==> src/rtl/ivt_pkg.sv <==
// Constants for the interval timers and edge interrupt block.
// Assumes a single 250 MHz clock and an 8-bit register port with a 4-bit index.
// Functional notes
// - Port A control inputs are interrupt sources only, each with flag and enable.
// - Each control input sets its flag on the rising or falling edge chosen.
// - Port B control flags 4 and 3 set on edges even while shifting.
// - Port B control lines are never driven as handshake outputs.
// - Timer 1 is a 16-bit counter with two 8-bit latches, slow-tick decrement.
// - Timer 1 wraps past zero to all ones and sets flag 6.
// - One tick after all ones, timer 1 reloads both latches and keeps counting.
// - Both timers time out N+1 ticks after being loaded with N.
// - Aux control bit 7 is hard-wired to zero; line seven stays a port bit.
// - Aux control bit 6 selects one-shot (low) or free-run (high) for timer 1.
// - Low counter write sets low latch; high write loads high latch and counter.
// - After a high counter write, timer 1 decrements on the next slow tick.
// - Flag 6 clears on high latch write, high counter write or low counter read.
// - One-shot timer 1 sets flag 6 once per high counter write.
// - Free-run timer 1 sets flag 6 on every all-ones count.
// - High counter write restarts timing; latch writes only shape the next period.
// - Timer 2 has write-only low latch, read-only low and read/write high counter.
// - Timer 2 is one-shot, sets flag 5 once, then keeps decrementing.
// - Flag 5 clears on low counter read or high counter load; high load re-arms.
// - No pulse counting on line six; it stays an ordinary port bit.
// - The slow tick is derived internally from the block clock.
// - The interrupt request is low while any enabled flag is set.
// - Reset clears control, enable and flag registers, but not counters or latches.
package ivt_pkg;
  localparam int ADDR_W = 4;
  localparam int DATA_W = 8;
  localparam logic [ADDR_W-1:0] REG_T1_CNT_LO = 4'h4;
  localparam logic [ADDR_W-1:0] REG_T1_CNT_HI = 4'h5;
  localparam logic [ADDR_W-1:0] REG_T1_LAT_LO = 4'h6;
  localparam logic [ADDR_W-1:0] REG_T1_LAT_HI = 4'h7;
  localparam logic [ADDR_W-1:0] REG_T2_CNT_LO = 4'h8;
  localparam logic [ADDR_W-1:0] REG_T2_CNT_HI = 4'h9;
  localparam logic [ADDR_W-1:0] REG_AUX_CTL = 4'hB;
  localparam logic [ADDR_W-1:0] REG_PERIPH_CTL = 4'hC;
  localparam logic [ADDR_W-1:0] REG_IRQ_FLAG = 4'hD;
  localparam logic [ADDR_W-1:0] REG_IRQ_ENABLE = 4'hE;
  // Flag and enable bit positions.
  localparam int IRQ_A_TWO_BIT = 0;
  localparam int IRQ_A_ONE_BIT = 1;
  localparam int IRQ_B_TWO_BIT = 3;
  localparam int IRQ_B_ONE_BIT = 4;
  localparam int IRQ_T2_BIT = 5;
  localparam int IRQ_T1_BIT = 6;
  localparam int IRQ_TOP_BIT = 7;
  // Edge select bits in the peripheral control register, 1 = rising edge.
  localparam int PCR_A_ONE_BIT = 0;
  localparam int PCR_A_TWO_BIT = 2;
  localparam int PCR_B_ONE_BIT = 4;
  localparam int PCR_B_TWO_BIT = 6;
  localparam int ACR_FREERUN_BIT = 6;
  localparam logic [DATA_W-1:0] ACR_STORE_MASK = 8'h5F;
  localparam logic [DATA_W-1:0] REG_RESET = 8'h00;
  localparam logic [15:0] CNT_ALL_ONES = 16'hFFFF;
  localparam logic [15:0] CNT_ZERO = 16'h0000;
  // Slow tick period and block clock period in picoseconds.
  localparam int TICK_PERIOD_PS = 1276550;
  localparam int CLK_PERIOD_PS = 4000;
  localparam int TICK_CYCLES = TICK_PERIOD_PS / CLK_PERIOD_PS;
endpackage

==> src/rtl/ivt_timers.sv <==
// Two 16-bit interval timers and four edge interrupt inputs behind an 8-bit register port.
// Assumes inputs synchronous to I_CLK except the control inputs, which are synchronised here.
`timescale 1ns/10ps
`default_nettype none
module ivt_timers #(
  parameter int TICK_DIV = ivt_pkg::TICK_CYCLES
) (
  input wire logic I_CLK, // Block clock, 250 MHz.
  input wire logic I_RST, // Synchronous reset, active high.
  input wire logic [ivt_pkg::ADDR_W-1:0] I_ADDR, // Register index.
  input wire logic [ivt_pkg::DATA_W-1:0] I_WDATA, // Write data.
  input wire logic I_WR, // Write strobe.
  input wire logic I_RD, // Read strobe.
  output logic [ivt_pkg::DATA_W-1:0] O_RDATA, // Read data, cycle after the read strobe.
  input wire logic I_PORT_A_CTL_IN_ONE, // Port A control input one.
  input wire logic I_PORT_A_CTL_IN_TWO, // Port A control input two.
  input wire logic I_PORT_B_CTL_IN_ONE, // Port B control input one.
  input wire logic I_PORT_B_CTL_IN_TWO, // Port B control input two.
  output logic O_IRQ_N // Interrupt request, active low.
);
  import ivt_pkg::*;

  localparam int TW = (TICK_DIV > 1) ? $clog2(TICK_DIV) : 1;

  generate
    if (TICK_DIV < 2) begin : g_bad_div
      $error("TICK_DIV must be at least 2");
    end
  endgenerate

  logic [TW-1:0] tick_cnt_r;
  logic tick;
  logic [15:0] t1_cnt_r;
  logic [7:0] t1_lat_lo_r;
  logic [7:0] t1_lat_hi_r;
  logic t1_reload_r;
  logic t1_armed_r;
  logic [15:0] t2_cnt_r;
  logic [7:0] t2_lat_lo_r;
  logic t2_armed_r;
  logic [7:0] aux_control_reg_r;
  logic [7:0] periph_control_reg_r;
  logic [6:0] irq_flag_reg_r;
  logic [6:0] irq_flag_reg_nxt;
  logic [6:0] irq_enable_reg_r;
  logic [7:0] rdata_r;
  logic [3:0] ctl_in;
  logic [3:0] sync1_r;
  logic [3:0] sync2_r;
  logic [3:0] sync3_r;
  logic [3:0] ctl_edge;
  logic [3:0] edge_rise_sel;
  logic irq_any;
  logic wr_t1_lat_lo;
  logic wr_t1_cnt_hi;
  logic wr_t1_lat_hi;
  logic rd_t1_cnt_lo;
  logic wr_t2_lat_lo;
  logic wr_t2_cnt_hi;
  logic rd_t2_cnt_lo;
  logic wr_ifr;
  logic t1_wrap;
  logic t2_wrap;
  logic [6:0] flag_set;
  logic [6:0] flag_clr;

  assign wr_t1_lat_lo = I_WR && (I_ADDR == REG_T1_CNT_LO || I_ADDR == REG_T1_LAT_LO);
  assign wr_t1_cnt_hi = I_WR && I_ADDR == REG_T1_CNT_HI;
  assign wr_t1_lat_hi = I_WR && I_ADDR == REG_T1_LAT_HI;
  assign rd_t1_cnt_lo = I_RD && I_ADDR == REG_T1_CNT_LO;
  assign wr_t2_lat_lo = I_WR && I_ADDR == REG_T2_CNT_LO;
  assign wr_t2_cnt_hi = I_WR && I_ADDR == REG_T2_CNT_HI;
  assign rd_t2_cnt_lo = I_RD && I_ADDR == REG_T2_CNT_LO;
  assign wr_ifr = I_WR && I_ADDR == REG_IRQ_FLAG;

  // Slow tick generator running off the block clock.
  always_ff @(posedge I_CLK) begin
    if (I_RST) begin
      tick_cnt_r <= '0;
    end else if (tick) begin
      tick_cnt_r <= '0;
    end else begin
      tick_cnt_r <= tick_cnt_r + 1'b1;
    end
  end
  assign tick = (tick_cnt_r == TW'(TICK_DIV - 1));

  // Timer 1 latches; they only shape the next period.
  always_ff @(posedge I_CLK) begin
    if (wr_t1_lat_lo) begin
      t1_lat_lo_r <= I_WDATA;
    end
    if (wr_t1_lat_hi || wr_t1_cnt_hi) begin
      t1_lat_hi_r <= I_WDATA;
    end
  end

  // A high counter write in the same cycle beats the wrap, so a restart is never lost.
  // The tick spent at all ones is a reload tick and must not count as a second wrap.
  assign t1_wrap = tick && !wr_t1_cnt_hi && !t1_reload_r && t1_cnt_r == CNT_ZERO;

  // Timer 1 counter: a high write loads it, then each tick decrements or reloads.
  always_ff @(posedge I_CLK) begin
    if (wr_t1_cnt_hi) begin
      t1_cnt_r <= {I_WDATA, t1_lat_lo_r};
    end else if (tick && t1_reload_r) begin
      t1_cnt_r <= {t1_lat_hi_r, t1_lat_lo_r};
    end else if (tick) begin
      t1_cnt_r <= t1_cnt_r - 16'h0001;
    end
  end

  always_ff @(posedge I_CLK) begin
    if (I_RST || wr_t1_cnt_hi) begin
      t1_reload_r <= 1'b0;
    end else if (tick) begin
      t1_reload_r <= t1_wrap;
    end
  end

  always_ff @(posedge I_CLK) begin
    if (I_RST) begin
      t1_armed_r <= 1'b0;
    end else if (wr_t1_cnt_hi) begin
      t1_armed_r <= 1'b1;
    end else if (t1_wrap) begin
      t1_armed_r <= 1'b0;
    end
  end

  // Timer 2: one-shot flag, the count just rolls on with no reload.
  always_ff @(posedge I_CLK) begin
    if (wr_t2_lat_lo) begin
      t2_lat_lo_r <= I_WDATA;
    end
  end

  assign t2_wrap = tick && !wr_t2_cnt_hi && t2_cnt_r == CNT_ZERO;

  always_ff @(posedge I_CLK) begin
    if (wr_t2_cnt_hi) begin
      t2_cnt_r <= {I_WDATA, t2_lat_lo_r};
    end else if (tick) begin
      t2_cnt_r <= t2_cnt_r - 16'h0001;
    end
  end

  always_ff @(posedge I_CLK) begin
    if (I_RST) begin
      t2_armed_r <= 1'b0;
    end else if (wr_t2_cnt_hi) begin
      t2_armed_r <= 1'b1;
    end else if (t2_wrap) begin
      t2_armed_r <= 1'b0;
    end
  end

  // Control inputs: two-stage synchroniser, then an edge stage.
  // Only the second stage feeds the edge stage, since the first may still be settling.
  assign ctl_in = {I_PORT_B_CTL_IN_ONE, I_PORT_B_CTL_IN_TWO,
                   I_PORT_A_CTL_IN_ONE, I_PORT_A_CTL_IN_TWO};
  assign edge_rise_sel = {periph_control_reg_r[PCR_B_ONE_BIT],
                          periph_control_reg_r[PCR_B_TWO_BIT],
                          periph_control_reg_r[PCR_A_ONE_BIT],
                          periph_control_reg_r[PCR_A_TWO_BIT]};
  always_ff @(posedge I_CLK) begin
    if (I_RST) begin
      sync1_r <= 4'h0;
      sync2_r <= 4'h0;
      sync3_r <= 4'h0;
    end else begin
      sync1_r <= ctl_in;
      sync2_r <= sync1_r;
      sync3_r <= sync2_r;
    end
  end

  genvar gi;
  generate
    for (gi = 0; gi < 4; gi++) begin : g_edge
      // Lines are inputs only; nothing here ever drives them.
      assign ctl_edge[gi] = edge_rise_sel[gi] ? (sync2_r[gi] && !sync3_r[gi]) :
                                                (!sync2_r[gi] && sync3_r[gi]);
    end
  endgenerate

  // Flag register: sources set, software clears, and a set always wins.
  always_comb begin
    flag_set = 7'h00;
    flag_set[IRQ_A_TWO_BIT] = ctl_edge[0];
    flag_set[IRQ_A_ONE_BIT] = ctl_edge[1];
    flag_set[IRQ_B_TWO_BIT] = ctl_edge[2];
    flag_set[IRQ_B_ONE_BIT] = ctl_edge[3];
    flag_set[IRQ_T2_BIT] = t2_wrap && t2_armed_r;
    flag_set[IRQ_T1_BIT] = t1_wrap && (aux_control_reg_r[ACR_FREERUN_BIT] || t1_armed_r);
    flag_clr = wr_ifr ? I_WDATA[6:0] : 7'h00;
    flag_clr[IRQ_T1_BIT] = flag_clr[IRQ_T1_BIT] || wr_t1_cnt_hi || wr_t1_lat_hi || rd_t1_cnt_lo;
    flag_clr[IRQ_T2_BIT] = flag_clr[IRQ_T2_BIT] || wr_t2_cnt_hi || rd_t2_cnt_lo;
    irq_flag_reg_nxt = (irq_flag_reg_r & ~flag_clr) | flag_set;
  end

  always_ff @(posedge I_CLK) begin
    if (I_RST) begin
      irq_flag_reg_r <= 7'h00;
    end else begin
      irq_flag_reg_r <= irq_flag_reg_nxt;
    end
  end

  // Enable register: bit 7 of the write selects set or clear of the ones given.
  always_ff @(posedge I_CLK) begin
    if (I_RST) begin
      irq_enable_reg_r <= 7'h00;
    end else if (I_WR && I_ADDR == REG_IRQ_ENABLE) begin
      if (I_WDATA[IRQ_TOP_BIT]) begin
        irq_enable_reg_r <= irq_enable_reg_r | I_WDATA[6:0];
      end else begin
        irq_enable_reg_r <= irq_enable_reg_r & ~I_WDATA[6:0];
      end
    end
  end

  always_ff @(posedge I_CLK) begin
    if (I_RST) begin
      aux_control_reg_r <= REG_RESET;
      periph_control_reg_r <= REG_RESET;
    end else if (I_WR) begin
      if (I_ADDR == REG_AUX_CTL) begin
        aux_control_reg_r <= I_WDATA & ACR_STORE_MASK;
      end
      if (I_ADDR == REG_PERIPH_CTL) begin
        periph_control_reg_r <= I_WDATA;
      end
    end
  end

  assign irq_any = |(irq_flag_reg_r & irq_enable_reg_r);
  assign O_IRQ_N = !irq_any;

  // Read data stand only in the cycle after the strobe.
  always_ff @(posedge I_CLK) begin
    if (I_RST || !I_RD) begin
      rdata_r <= REG_RESET;
    end else begin
      case (I_ADDR)
        REG_T1_CNT_LO: rdata_r <= t1_cnt_r[7:0];
        REG_T1_CNT_HI: rdata_r <= t1_cnt_r[15:8];
        REG_T1_LAT_LO: rdata_r <= t1_lat_lo_r;
        REG_T1_LAT_HI: rdata_r <= t1_lat_hi_r;
        REG_T2_CNT_LO: rdata_r <= t2_cnt_r[7:0];
        REG_T2_CNT_HI: rdata_r <= t2_cnt_r[15:8];
        REG_AUX_CTL: rdata_r <= aux_control_reg_r;
        REG_PERIPH_CTL: rdata_r <= periph_control_reg_r;
        REG_IRQ_FLAG: rdata_r <= {irq_any, irq_flag_reg_r};
        REG_IRQ_ENABLE: rdata_r <= {1'b1, irq_enable_reg_r};
        default: rdata_r <= REG_RESET;
      endcase
    end
  end
  assign O_RDATA = rdata_r;
endmodule
`default_nettype wire

==> config.mk <==
export PLATFORM = sky130hd
export DESIGN_NAME = ivt_timers
export DESIGN_NICKNAME = d
export VERILOG_FILES = /design/src/rtl/ivt_pkg.sv /design/src/rtl/ivt_timers.sv
export SDC_FILE = /design/constraint.sdc
export NUM_CORES = 1
export LEC_CHECK = 0
export BUFFER_PORTS_ARGS = -buffer_cell sky130_fd_sc_hd__buf_2
export CORE_ASPECT_RATIO = 1.2
export CORE_MARGIN = 8
export CORE_UTILIZATION = 30
export DETAILED_ROUTE_END_ITERATION = 12
export SLEW_MARGIN = 5
export SYNTH_ARGS = -nofsm -noshare
export SYNTH_HDL_FRONTEND = slang
export SYNTH_SLANG_ARGS = --single-unit
==> constraint.sdc <==
create_clock -name I_CLK -period 3.41 [get_ports I_CLK]
set_input_delay 0.1705 -clock I_CLK [delete_from_list [all_inputs] [get_ports I_CLK]]
set_output_delay 0.1705 -clock I_CLK [all_outputs]
set_load 0.03 [all_outputs]
==> metrics.txt <==
slowest cell delay on critical path between 0.4 and 0.5 ns; core occupancy in the finished layout 36.3%; cells along the critical path inv_1, ha_1, and4bb_2, nand4_1, buf_4, and2_1, mux2_2; Comb power frac just over 5%; status complete, no violations; switching part of the total power between 20% and 30%; Worst Setup Path Type reg2reg; total congestion overflow after global routing 0; buffers from clock root to sink, at most 2; Worst Path Max Fanout 16; post-synthesis async set-or-reset flop share 0%; Final nets 626; Fill cells 1,814; share of power burned in the clock network a little over half; initial antenna violation count 0; via/cell ratio 5.50; per-cell routed wire length around 19 um; overall die height 166 um; Top FF cell, synth sky130_fd_sc_hd__dfxtp_1; number of max-cap violations 0; most common cell after layout, fill and taps aside sky130_fd_sc_hd__nand2_1; number of enable-type register cells in the synthesized netlist 56; Area after DPL between 5000 and 6000 sq um; dominant delay contributor by cell family on the critical path simple AND/OR/NAND/NOR gates; Yosys cell types 55; power density cells about 540 nW/um^2; overall via count from detail_route roughly 4.6k; Design Power roughly 3.6 mW; power dissipated by switching net loads between 0.7 and 0.8 mW; portion of the post-synthesis area used by sequential elements 51.5%; number of buffers added on ports 28; commonest cells after routing, fill and taps aside 69 x sky130_fd_sc_hd__nand2_1, 60 x sky130_fd_sc_hd__dfxtp_1, 56 x sky130_fd_sc_hd__nor2_1, 56 x sky130_fd_sc_hd__edfxtp_1, 43 x sky130_fd_sc_hd__o21ai_0; Pint 2.77 mW; Flop pwr share around 42%; latest clock arrival within the worst-skew pair between 0.4 and 0.5 ns; combined area of the multi-input logic cells ~2600 sq um; Boundary Pins 29; final-layout setup total negative slack 0 ns; clock slew at the register clock pins of the worst setup and hold paths 0.05 ns; Cell Rows 54; total track usage roughly 14%; final setup fails 0; Placer Congestion between 0.9 and 1; transition time at the pin with the least slew margin roughly 0.94 ns; Area Growth Syn to Fin 18.3%; Detailed Route Iter0 Violations 454; Routed Antenna Nets 0; first-pass GRT wire length between 20 and 25 mm; master cell of the clock root buffer sky130_fd_sc_hd__clkbuf_16; width of the die around 140 um; sum of routed wire length over all layers between 15 and 20 mm; Post-Synthesis Mean Instance Area 9.80 sq um; core region area between 15,000 and 20,000 sq um; Mapped Cells 571; worst-case setup slack after placement approximately 1.1 ns; number of warnings reported in the yosys synthesis log 0; total die area roughly 23,000 sq um; pin count of the biggest net entering global routing 41; Post-Syn Nets between 500 and 600; setup repair after global routing missed its margin no; count of final hold-check violations 0; CTS tree built; met2 wire length between 7 and 8 mm; crit path capture type flop; Routed met3 length around 1.3 mm; #FFs+latches synth ~120; Top Metal Used met4; final worst-path setup slack 1.13 ns; Max Transition Viols Final 0; kind of path behind the tightest hold check in2reg; final standard cell area without fillers around 6600 sq um; effective utilization at floorplan between 30 and 40%; M1 wire length 6.58 mm; remaining design rule violation count 0; leak pwr around 2.4 nW; ratio of cells with drive above 1 in the final layout about an eighth; Critical Path AT approximately 2.5 ns; final worst-path cycle share approximately two thirds; number of buffers created by CTS 17; # H-tree levels 4; CP bufs+invs 2; Synth Cell Area 5590 sq um; crit path time final roughly 2.3 ns; Required @ worst endpoint roughly 3.6 ns; worst IR drop on VDD 0.322 mV; number of setup buffers added after CTS 0; clk sink count 116; drt first pass iters 5; vias in the first global route around 4.4k; Final Skew ~0.013 ns; flip-flop and latch area slightly below 3000 sq um; Post-DP HPWL 11.3 mm; Ant. Diodes 0; relative slew slack between 30 and 40%; category of the worst setup path launch point flop; Fmax between 0.4 and 0.5 GHz; master of the slowest instance on the critical path sky130_fd_sc_hd__and2_1
synth_stat cells (10+ instances only):
master / count / area, sq um
sky130_fd_sc_hd__a21oi_1: 29 / 145
sky130_fd_sc_hd__clkbuf_1: 22 / 82.6
sky130_fd_sc_hd__xor2_1: 11 / 96.3
sky130_fd_sc_hd__nand2_1: 69 / 259
sky130_fd_sc_hd__o21ai_0: 43 / 215
sky130_fd_sc_hd__dfxtp_1: 60 / 1200
sky130_fd_sc_hd__and3_1: 10 / 62.6
sky130_fd_sc_hd__mux2i_1: 28 / 280
sky130_fd_sc_hd__xnor2_1: 14 / 123
sky130_fd_sc_hd__nor2b_1: 24 / 150
sky130_fd_sc_hd__edfxtp_1: 56 / 1680
sky130_fd_sc_hd__nand3_1: 19 / 95.1
sky130_fd_sc_hd__nor2_1: 56 / 210
through the flow:
step	cells	hold WS [ns]
floorplan	571	0.258
global placement	802	0.385
detailed placement	802	0.390
CTS	838	0.120
global route	838	0.125
finish	838	0.136
final cells by class:
type | instances | area share [%]
Clock buffer | 17 | 6.43
Timing Repair Buffer | 40 | 3.63
Tap cell | 224 | 4.24
Clock inverter | 15 | 3.10
Sequential cell | 116 | 43.6
Inverter | 8 | 0.454
Multi-Input combinational cell | 418 | 38.6
worst paths after layout:
path                     to     startpoint  slack, ns  depth (start not counted)
min reg2reg      sync2_r[2]     sync1_r[2]       0.43                          1
max reg2reg     t1_cnt_r[0]  tick_cnt_r[0]       1.13                          7
max             t1_cnt_r[0]  tick_cnt_r[0]       1.13                          7
min          t2_lat_lo_r[5]     I_WDATA[5]       0.14                          1
state kept, by name (all words and copies together) (netlist names), 6 cells and up, named ones only:
register	cells
O_RDATA	8
t1_cnt_r	16
t1_lat_hi_r	8
t1_lat_lo_r	8
irq_flag_reg_r	7
aux_control_reg_r	6
tick_cnt_r	9
t2_cnt_r	16
t2_lat_lo_r	8
periph_control_reg_r	8
routing by layer:
layer  global-route usage (%)  vias to the layer above
met3                     3.60                       39
li1                         -                     2140
met1                     16.7                     2203
met2                     22.9                      230
met5                        0                        -
met4                     7.97                        0
what timing repair did:
item                                   CTS  global route
endpoints found under the hold margin    4             0
hold buffers                             4             0
gates resized for setup                  0             0
logic make-up (layout without fill, tap and decap cells):
| family | after synthesis | count (layout) | share of synthesized area [%] |
|---|---|---|---|
| flip-flops | 116 | 116 | 51.5 |
| XOR/XNOR | 25 | 25 | 3.91 |
| buffers and inverters | 37 | 80 | 2.84 |
| adder cells (fa/ha/maj) | 5 | 5 | 1.12 |
| multiplexers | 33 | 33 | 6.22 |
| AO/OA/AOI/OAI | 127 | 127 | 14.1 |
| AND/OR/NAND/NOR | 228 | 228 | 20.2 |
power groups by stage:
stage               registers [mW]  clock network (mW)  logic (mW)
finish                        1.51                1.88       0.182
global route                  1.51                1.98       0.196
CTS                           1.51                1.90       0.181
detailed placement            1.54                   0       0.177
global placement              1.53                   0       0.173
floorplan                     1.53                   0       0.105
Power figures use the tool's default switching activity.
